--- config.mk ---
export PLATFORM = sky130hd
export DESIGN_NAME = card_power_switch_serial_control
export DESIGN_NICKNAME = d
export VERILOG_FILES = /design/src/logic/card_power_pkg.sv /design/src/logic/serial_word_if.sv /design/src/logic/serial_word_shifter.sv /design/src/logic/card_power_switch_serial_control.sv
export SDC_FILE = /design/constraint.sdc
export NUM_CORES = 1
export LEC_CHECK = 0
export BUFFER_PORTS_ARGS = -buffer_cell sky130_fd_sc_hd__buf_2
export CAP_MARGIN = 5
export CELL_PAD_IN_SITES_DETAIL_PLACEMENT = 0
export CELL_PAD_IN_SITES_GLOBAL_PLACEMENT = 1
export CORE_MARGIN = 2
export CORE_UTILIZATION = 39
export CTS_CLUSTER_SIZE = 20
export DETAILED_ROUTE_END_ITERATION = 8
export MAX_ROUTING_LAYER = met4
export PLACE_DENSITY_LB_ADDON = 0.1
export SYNTH_ARGS = -nofsm -noshare
export SYNTH_HDL_FRONTEND = slang
export SYNTH_SLANG_ARGS = --single-unit
--- constraint.sdc ---
create_clock -name sys_clk_i -period 1.75 [get_ports sys_clk_i]
set_input_delay 0.35 -clock sys_clk_i [delete_from_list [all_inputs] [get_ports sys_clk_i]]
set_output_delay 0.35 -clock sys_clk_i [all_outputs]
set_load 0.01 [all_outputs]
--- src/logic/card_power_pkg.sv ---
// Constants, types and bit positions shared by the serial control logic of a
// dual-slot card power switch. Assumes a single 100 MHz system clock.
package card_power_pkg;

    // control word
    localparam int unsigned CTRL_WORD_WIDTH = 11;
    localparam logic [10:0] CTRL_WORD_RESET = 11'h000;

    // bit positions in the control word
    localparam int unsigned SLOT_A_PROG_SEL_HI_POS   = 0;
    localparam int unsigned SLOT_A_PROG_SEL_LO_POS   = 1;
    localparam int unsigned SLOT_A_MAIN_SEL_LO_POS   = 2;
    localparam int unsigned SLOT_A_MAIN_SEL_HI_POS   = 3;
    localparam int unsigned SLOT_B_PROG_SEL_HI_POS   = 4;
    localparam int unsigned SLOT_B_PROG_SEL_LO_POS   = 5;
    localparam int unsigned SLOT_B_MAIN_SEL_HI_POS   = 6;
    localparam int unsigned SLOT_B_MAIN_SEL_LO_POS   = 7;
    localparam int unsigned SHUTDOWN_BIT_POS         = 8;
    localparam int unsigned SLOT_A_PROG_LEVEL_POS    = 9;
    localparam int unsigned SLOT_B_PROG_LEVEL_POS    = 10;

    // synchronised status pins, positions in one vector
    localparam int unsigned PIN_SYNC_WIDTH = 11;
    localparam int unsigned PIN_RESET_HI   = 0;
    localparam int unsigned PIN_RESET_N    = 1;
    localparam int unsigned PIN_MODE       = 2;
    localparam int unsigned PIN_STANDBY_N  = 3;
    localparam int unsigned PIN_OC_A_MAIN  = 4;
    localparam int unsigned PIN_OC_A_PROG  = 5;
    localparam int unsigned PIN_OC_B_MAIN  = 6;
    localparam int unsigned PIN_OC_B_PROG  = 7;
    localparam int unsigned PIN_OVERTEMP   = 8;
    localparam int unsigned PIN_SUPPLY_5V  = 9;
    localparam int unsigned PIN_SUPPLY_12V = 10;
    // idle levels: reset_n and standby_n high, supplies present
    localparam logic [10:0] PIN_SYNC_RESET = 11'h60A;

    // serial pin synchroniser reset value: data, clock, latch all low
    localparam logic [2:0]  SERIAL_SYNC_RESET = 3'h0;

    // timing
    localparam int unsigned CLK_PERIOD_NS    = 10;
    localparam int unsigned STANDBY_N_OC_TIME_NS  = 10000;
    localparam int unsigned STANDBY_N_OC_CYCLES   =
        (STANDBY_N_OC_TIME_NS + CLK_PERIOD_NS - 1) / CLK_PERIOD_NS;

    // what each output is switched to
    typedef enum logic [2:0] {
        LVL_GND,
        LVL_3V3,
        LVL_5V,
        LVL_12V,
        LVL_HIZ
    } supply_level_t;

endpackage

--- src/logic/serial_word_if.sv ---
// Carrier between the serial shifter and the control core.
// Assumes both ends run on the same system clock.
`timescale 1ns/1ps

interface serial_word_if;
    import card_power_pkg::*;

    logic [CTRL_WORD_WIDTH-1:0] word;        // shift register contents
    logic                       latch_pulse; // one cycle per latch rise

    modport shifter
    (
        output word,
        output latch_pulse
    );

    modport control
    (
        input  word,
        input  latch_pulse
    );
endinterface

--- src/logic/serial_word_shifter.sv ---
// Serial data/clock/latch receiver: oversamples the link pins on the
// system clock, shifts data on clock rises and flags latch rises.
// Assumes the link clock is far slower than the system clock.
`timescale 1ns/1ps

module serial_word_shifter
    import card_power_pkg::*;
(
    // clock and reset
    input  wire logic           sys_clk_i,
    input  wire logic           arst_n_i,
    // link pins
    input  wire logic           serial_data_i,
    input  wire logic           serial_clk_i,
    input  wire logic           latch_i,
    // towards the control core
    serial_word_if.shifter      lnk
);

    logic [2:0]                 pin_meta;
    logic [2:0]                 pin_sync;
    logic [2:0]                 pin_prev;
    logic [CTRL_WORD_WIDTH-1:0] shift_reg;
    logic                       clk_rise;

    ////////////////////////////////////////////////////////////////////////
    // two-stage synchroniser; the first stage feeds only the second
    always_ff @(posedge sys_clk_i or negedge arst_n_i)
    begin
        if (!arst_n_i)
        begin
            pin_meta <= SERIAL_SYNC_RESET;
            pin_sync <= SERIAL_SYNC_RESET;
        end
        else
        begin
            pin_meta <= {latch_i, serial_clk_i, serial_data_i};
            pin_sync <= pin_meta;
        end
    end

    // previous sample for edge finding
    always_ff @(posedge sys_clk_i or negedge arst_n_i)
    begin
        if (!arst_n_i)
            pin_prev <= SERIAL_SYNC_RESET;
        else
            pin_prev <= pin_sync;
    end

    assign clk_rise = pin_sync[1] & ~pin_prev[1];

    ////////////////////////////////////////////////////////////////////////
    // data and clock share the same delay, so the sample matches the edge
    always_ff @(posedge sys_clk_i or negedge arst_n_i)
    begin
        if (!arst_n_i)
            shift_reg <= CTRL_WORD_RESET;
        else if (clk_rise)
            shift_reg <= {shift_reg[CTRL_WORD_WIDTH-2:0], pin_sync[0]};
    end

    // latch rise marks the word complete; the core decides whether to take it
    assign lnk.latch_pulse = pin_sync[2] & ~pin_prev[2];
    assign lnk.word        = shift_reg;

endmodule

--- src/logic/card_power_switch_serial_control.sv ---
// Top of the card power switch serial control: holds the active control
// word and decodes it into a switch setting per output.
// Assumes status pins are asynchronous and the host keeps its side.
`timescale 1ns/1ps

module card_power_switch_serial_control
    import card_power_pkg::*;
#(
    parameter int unsigned STANDBY_N_OC_HOLD = STANDBY_N_OC_CYCLES
)
(
    // clock and power-on reset
    input  wire logic    sys_clk_i,
    input  wire logic    arst_n_i,
    // serial link from the host
    input  wire logic    serial_data_i,
    input  wire logic    serial_clk_i,
    input  wire logic    latch_i,
    // reset and mode pins
    input  wire logic    card_reset_i,
    input  wire logic    card_reset_n_i,
    input  wire logic    mode_independent_i,
    input  wire logic    standby_n_i,
    // analog status from the power stage
    input  wire logic    overcurrent_a_main_i,
    input  wire logic    overcurrent_a_prog_i,
    input  wire logic    overcurrent_b_main_i,
    input  wire logic    overcurrent_b_prog_i,
    input  wire logic    overtemp_i,
    input  wire logic    supply_5v_present_i,
    input  wire logic    supply_12v_present_i,
    // switch settings per output
    output supply_level_t slot_a_main_supply_out_o,
    output supply_level_t slot_a_program_supply_out_o,
    output supply_level_t slot_b_main_supply_out_o,
    output supply_level_t slot_b_program_supply_out_o,
    // discharge switches, high closes
    output logic         discharge_switch_a_o,
    output logic         discharge_switch_b_o,
    output logic         discharge_switch_c_o,
    output logic         discharge_switch_d_o,
    // status
    output logic         output_shutdown_select_o,
    output logic         reduced_current_limit_o,
    output logic         overcurrent_flag_n_o
);

    // wide enough for the hold
    localparam int unsigned OC_CNT_W = $clog2(STANDBY_N_OC_HOLD + 1);

    serial_word_if lnk ();

    logic [PIN_SYNC_WIDTH-1:0]  pin_meta;
    logic [PIN_SYNC_WIDTH-1:0]  pin_sync;

    logic [CTRL_WORD_WIDTH-1:0] active_word;
    logic                       grounded;

    logic                       reset_active;
    logic                       latch_taken;
    logic                       low_voltage;
    logic                       independent;
    logic                       shutdown;

    logic [OC_CNT_W-1:0]        standby_n_oc_cnt;

    supply_level_t              next_a_main;
    supply_level_t              next_a_prog;

    supply_level_t              next_b_main;
    supply_level_t              next_b_prog;

    ////////////////////////////////////////////////////////////////////////
    // decoding shared by both slots

    // main output select, 11 falls back to ground like 00
    function automatic supply_level_t decode_main(input logic hi, input logic lo);
        supply_level_t lvl;
        lvl = LVL_GND;

        unique case ({hi, lo})
            2'b01:   lvl = LVL_3V3;
            2'b10:   lvl = LVL_5V;
            default: lvl = LVL_GND;
        endcase
        return lvl;
    endfunction

    // program output select; code 01 depends on the mode pin
    function automatic supply_level_t decode_prog(
        input logic          hi,
        input logic          lo,
        input logic          level_sel,
        input logic          indep,
        input supply_level_t main_lvl
    );
        supply_level_t lvl;
        lvl = LVL_GND;

        unique case ({hi, lo})
            2'b00: lvl = LVL_GND;
            2'b01: lvl = indep ? (level_sel ? LVL_5V : LVL_3V3) : main_lvl;
            2'b10: lvl = LVL_12V;
            2'b11: lvl = LVL_HIZ;
        endcase
        return lvl;
    endfunction

    // without 5 V and 12 V the stage can only pass the 3.3 V input
    function automatic supply_level_t limit_level(input supply_level_t lvl, input logic lv);
        supply_level_t res;
        res = lvl;

        if (lv && (lvl == LVL_5V || lvl == LVL_12V))
            res = LVL_3V3;
        return res;
    endfunction

    ////////////////////////////////////////////////////////////////////////
    // serial receiver
    serial_word_shifter u_shifter
    (
        .sys_clk_i     (sys_clk_i),
        .arst_n_i      (arst_n_i),
        .serial_data_i (serial_data_i),
        .serial_clk_i  (serial_clk_i),
        .latch_i       (latch_i),
        .lnk           (lnk.shifter)
    );

    ////////////////////////////////////////////////////////////////////////
    // all slow pins pass two flip-flops before anything reads them
    always_ff @(posedge sys_clk_i or negedge arst_n_i)
    begin
        if (!arst_n_i)
        begin
            pin_meta <= PIN_SYNC_RESET;
            pin_sync <= PIN_SYNC_RESET;
        end
        else
        begin
            pin_meta <= {supply_12v_present_i, supply_5v_present_i, overtemp_i,
                         overcurrent_b_prog_i, overcurrent_b_main_i,
                         overcurrent_a_prog_i, overcurrent_a_main_i,
                         standby_n_i, mode_independent_i, card_reset_n_i, card_reset_i};
            pin_sync <= pin_meta;
        end
    end

    // either polarity of reset pin counts
    assign reset_active = pin_sync[PIN_RESET_HI] | ~pin_sync[PIN_RESET_N];
    assign independent  = pin_sync[PIN_MODE];
    assign low_voltage  = ~pin_sync[PIN_SUPPLY_5V] & ~pin_sync[PIN_SUPPLY_12V];

    // latch edges seen during reset are dropped, not deferred
    assign latch_taken  = lnk.latch_pulse & ~reset_active;

    ////////////////////////////////////////////////////////////////////////
    // grounded state: set at power-up and by either reset pin
    // reset outranks a latch in the same cycle
    always_ff @(posedge sys_clk_i or negedge arst_n_i)
    begin
        if (!arst_n_i)
            grounded <= 1'b1;
        else if (reset_active)
            grounded <= 1'b1;
        else if (latch_taken)
            grounded <= 1'b0;
    end

    // active word changes only on an accepted latch, never while shifting
    always_ff @(posedge sys_clk_i or negedge arst_n_i)
    begin
        if (!arst_n_i)
            active_word <= CTRL_WORD_RESET;
        else if (latch_taken)
            active_word <= lnk.word;
    end

    ////////////////////////////////////////////////////////////////////////
    // decode of the active word; shutdown bit low means all outputs high-Z unless grounded
    assign shutdown = ~active_word[SHUTDOWN_BIT_POS];

    always_comb
    begin
        next_a_main = decode_main(active_word[SLOT_A_MAIN_SEL_HI_POS],
                                  active_word[SLOT_A_MAIN_SEL_LO_POS]);
        next_b_main = decode_main(active_word[SLOT_B_MAIN_SEL_HI_POS],
                                  active_word[SLOT_B_MAIN_SEL_LO_POS]);

        next_a_prog = decode_prog(active_word[SLOT_A_PROG_SEL_HI_POS],
                                  active_word[SLOT_A_PROG_SEL_LO_POS],
                                  active_word[SLOT_A_PROG_LEVEL_POS],
                                  independent, next_a_main);

        next_b_prog = decode_prog(active_word[SLOT_B_PROG_SEL_HI_POS],
                                  active_word[SLOT_B_PROG_SEL_LO_POS],
                                  active_word[SLOT_B_PROG_LEVEL_POS],
                                  independent, next_b_main);

        next_a_main = limit_level(next_a_main, low_voltage);
        next_b_main = limit_level(next_b_main, low_voltage);

        next_a_prog = limit_level(next_a_prog, low_voltage);
        next_b_prog = limit_level(next_b_prog, low_voltage);

        // overrides come last
        if (grounded)
        begin
            // only the discharge paths conduct
            next_a_main = LVL_GND;
            next_b_main = LVL_GND;
            next_a_prog = LVL_GND;
            next_b_prog = LVL_GND;
        end
        else if (shutdown)
        begin
            next_a_main = LVL_HIZ;
            next_b_main = LVL_HIZ;
            next_a_prog = LVL_HIZ;
            next_b_prog = LVL_HIZ;
        end
    end

    ////////////////////////////////////////////////////////////////////////
    // registered switch settings
    always_ff @(posedge sys_clk_i or negedge arst_n_i)
    begin
        if (!arst_n_i)
        begin
            slot_a_main_supply_out_o    <= LVL_GND;
            slot_a_program_supply_out_o <= LVL_GND;
            slot_b_main_supply_out_o    <= LVL_GND;
            slot_b_program_supply_out_o <= LVL_GND;
        end
        else
        begin
            slot_a_main_supply_out_o    <= next_a_main;
            slot_a_program_supply_out_o <= next_a_prog;
            slot_b_main_supply_out_o    <= next_b_main;
            slot_b_program_supply_out_o <= next_b_prog;
        end
    end

    // a 0 V output is pulled down; in the grounded state all four close
    always_ff @(posedge sys_clk_i or negedge arst_n_i)
    begin
        if (!arst_n_i)
        begin
            discharge_switch_a_o <= 1'b1;
            discharge_switch_b_o <= 1'b1;
            discharge_switch_c_o <= 1'b1;
            discharge_switch_d_o <= 1'b1;
        end
        else
        begin
            discharge_switch_a_o <= (next_a_main == LVL_GND);
            discharge_switch_b_o <= (next_a_prog == LVL_GND);
            discharge_switch_c_o <= (next_b_main == LVL_GND);
            discharge_switch_d_o <= (next_b_prog == LVL_GND);
        end
    end

    // shutdown status and standby current limit
    // shutdown is hidden while grounded
    always_ff @(posedge sys_clk_i or negedge arst_n_i)
    begin
        if (!arst_n_i)
        begin
            output_shutdown_select_o <= 1'b0;
            reduced_current_limit_o  <= 1'b0;
        end
        else
        begin
            output_shutdown_select_o <= shutdown & ~grounded;
            reduced_current_limit_o  <= ~pin_sync[PIN_STANDBY_N];
        end
    end

    ////////////////////////////////////////////////////////////////////////
    // a new setting under the 50 mA limit trips the limiter for a while;
    // modelled as a fixed hold since the real cause is analog inrush
    // restarts on each new word
    always_ff @(posedge sys_clk_i or negedge arst_n_i)
    begin
        if (!arst_n_i)
            standby_n_oc_cnt <= '0;
        else if (latch_taken && !pin_sync[PIN_STANDBY_N] && lnk.word != active_word)
            standby_n_oc_cnt <= OC_CNT_W'(STANDBY_N_OC_HOLD);
        else if (standby_n_oc_cnt != '0)
            standby_n_oc_cnt <= standby_n_oc_cnt - 1'b1;
    end

    // any output overcurrent or overtemperature pulls the flag low
    always_ff @(posedge sys_clk_i or negedge arst_n_i)
    begin
        if (!arst_n_i)
            overcurrent_flag_n_o <= 1'b1;
        else
            overcurrent_flag_n_o <= ~(pin_sync[PIN_OC_A_MAIN] | pin_sync[PIN_OC_A_PROG] |
                                      pin_sync[PIN_OC_B_MAIN] | pin_sync[PIN_OC_B_PROG] |
                                      pin_sync[PIN_OVERTEMP]  | (standby_n_oc_cnt != '0));
    end

endmodule

==> impl_metrics.toml <==
[sta]
slew_headroom_pct = 68.1
rsz0062_at_grt = "false"
hold_viol_final = 0
report.final.slew_viol_count = 0
setup_tns_ps = 0
finalSetupViolCount = 0
min_period_ps = 1660
fin_crit_sh_pct = 95.1
tightest_slew_ps = 478
fin_ws_ps = 86.0
skew_ps = 5.45
fmax_mhz = 601

[clocking]
cts.clk_slew.worst_paths_ps = 80
cts_buffers = 9
cts.sinks = 80
clock_path_buffers = 2
cts_root_buf = "clkbuf_8"
cts_tree = "done"
hold_buffers = 0
h-tree-depth = 3
worstSkewPairLatency_ps = 350

[pwr]
vdd_drop_max_mv = 0.564
p_total_uw = 5530
cellPowerDensity_mw_per_mm2 = 1530
p_leak_uw = 0.00164

[global_route]
grt_usage_pct = 12.9
grt_overflow = 0
grt_pass1_vias = 1642
grt_max_degree = 81
grt_first_pass_wirelength_um = 8190
antenna_found_initial = 0

[detailed_routing]
wire_per_inst_um = 12.6
drtAntennaViolNets = 0
num_vias = 1683
routed_wl_um = 4700
firstDrtPassIters = 4
vias_per_cell = 4.50
drt-initial-drc-count = 53
drc = 0

[yosys]
syn_area_mm2 = 0.00301
yosysWarnings = 0
ys_types = 41
avgSynthCellArea_um2 = 13.8
synthCells = 218
synth-seq-cells = 80
synth_seq_area_share_pct = 67.2
synth.net_count = 235

[job]
drv_cap = 0

[critical_path]
cp-start-kind = "flip-flop"
crit_type = "reg -> reg"
cp.arrival_ps = 1910
crit_path_max_fanout = 6
crit_required_ps = 2000
end_kind = "flip-flop"

[place]
dpl.hpwl_um = 3130
placed_cell_area_mm2 = 0.00335
dpl_worst_slack_ps = 84.1
port_buffers = 34
place.gp.congestion = 0.757

[finish]
fill_cells = 719
nets = 284
drive_gt1_share_pct = 39.0
final_common_cell = "dfrtp_1"
most-common-layout-cells = "66 x dfrtp_1, 33 x buf_2, 21 x mux2_2, 15 x nand2_1, 14 x dfstp_2"
seqCellArea_mm2 = 0.00202
stdcell_area_mm2 = 0.00362
multi_input_area_um2 = 938
area_delta_synth_final_pct = 20.4
antenna_cells = 0
fin_util_pct = 47.6

[run_status]
outcome = "completed"

[floorplan]
core_area_mm2 = 0.00761
fp.dieArea_mm2 = 0.00843
io_pins = 35
die_w_um = 91.8
rows = 32
initial_core_util_pct = 39.5
dieHeight_um = 91.8

[min_path]
holdCritPathClass = "in -> async"
## critical path: stages, from the launching register on
cell and delay [ps]:
dfrtp_1 410, or4_4 560, nor2_4 170, nand3_4 130, xnor2_2 150, and2_1 150
## path summary, 6_finish.rpt
| check | startpoint | endpoint | slack (ps) | cells after the start |
|---|---|---|---|---|
| setup / recovery | standby_n_oc_cnt[6] | standby_n_oc_cnt[0] | 90 | 5 |
| hold / removal | arst_n_i | slot_a_main_supply_out_o[0] | 7 | 2 |
| setup reg to reg | standby_n_oc_cnt[6] | standby_n_oc_cnt[0] | 90 | 5 |
| hold reg to reg | u_shifter.pin_meta[2] | u_shifter.pin_sync[2] | 350 | 0 |
| max in group asynchronous | arst_n_i | pin_sync[3] | 1380 | 2 |
| min in group sys_clk_i | supply_5v_present_i | pin_meta[9] | 90 | 1 |
## metrics by stage
step	hold WS, ps	instances
floorplan	54.4	218
detailed placement	335	357
CTS	18.6	373
finish	6.69	374
global placement	334	357
global route	32.2	374
## layout make-up
type	instances	share of cell area (%)
inverter	6	0.622
multi-input combinational	126	25.9
timing repair buffer	44	7.19
clock buffer	9	3.42
sequential	80	55.8
clock inverter	7	3.53
tap	102	3.53
## power by group
part	internal [uW]	total [uW]	switching (uW)
clock	967	1660	691
sequential	2250	2640	396
combinational	667	1230	561
total	3880	5530	1650
## sequential cells by signal, summed over array words and instances (netlist names)
name and count:
u_shifter.pin_sync 3, discharge_switch_b_o 1, standby_n_oc_cnt 10, slot_b_program_supply_out_o 3
slot_a_program_supply_out_o 3, reduced_current_limit_o 1, discharge_switch_c_o 1, u_shifter.pin_meta 3
pin_meta 11, pin_sync 11, discharge_switch_a_o 1, u_shifter.pin_prev 2
u_shifter.lnk.word 11, discharge_switch_d_o 1, slot_a_main_supply_out_o 2, slot_b_main_supply_out_o 2
output_shutdown_select_o 1, grounded 1, active_word 11, overcurrent_flag_n_o 1
## layer usage
| layer | track usage (%) | vias to the layer above | share of wire [%] |
|---|---|---|---|
| met5 | - | - | 0 |
| li1 | - | 846 | - |
| met4 | 6.34 | 0 | 2.0 |
| met3 | 2.96 | 13 | 4.3 |
| met2 | 17.4 | 39 | 42 |
| met1 | 18.5 | 785 | 51 |
## kinds of logic after synthesis
group	Yosys count	share of synthesized area (%)
AO/OA/AOI/OAI	23	4.99
XOR/XNOR	15	4.62
adder cells (fa/ha/maj)	1	0.416
buffers and inverters	12	1.83
flip-flops	80	67.2
multiplexers	23	8.53
AND/OR/NAND/NOR	64	12.4
## repair_timing
| item | 4_1_cts | 5_1_grt |
|---|---|---|
| setup buffers | 0 | 1 |
| gates resized for setup | 0 | 1 |
| setup endpoints to repair | 0 | 10 |
## cells in the mapped netlist, drive strengths merged
| library cell | count | area (um^2) |
|---|---|---|
| and3 | 1 | 6.26 |
| nor4 | 3 | 18.8 |
| nand2b | 10 | 62.6 |
| a221oi | 2 | 17.5 |
| a31o | 2 | 17.5 |
| and2 | 2 | 12.5 |
| o21a | 1 | 7.51 |
| or4 | 2 | 18.8 |
| buf | 4 | 25.0 |
| nand3 | 7 | 52.6 |
| ha | 1 | 12.5 |
| nor4b | 1 | 15.0 |
| o211a | 1 | 10.0 |
| mux2i | 2 | 20.0 |
| nand2 | 15 | 56.3 |
| nor2 | 8 | 37.5 |
| o21ai | 5 | 25.0 |
| dfstp | 14 | 368 |
| xor2 | 11 | 96.3 |
| o211ai | 2 | 15.0 |
| nor3b | 2 | 15.0 |
| nand3b | 2 | 15.0 |
| o31ai | 2 | 15.0 |
| or2 | 1 | 6.26 |
| xnor2 | 4 | 42.6 |
| inv | 6 | 22.5 |
| clkbuf | 2 | 7.51 |
| nor2b | 1 | 6.26 |
| nor3 | 8 | 45.0 |
| a21oi | 7 | 35.0 |
| or3 | 1 | 6.26 |
| a21boi | 1 | 7.51 |
| mux2 | 21 | 236 |
| dfrtp | 66 | 1650 |
No activity file was read; power rests on OpenSTA's default activity.
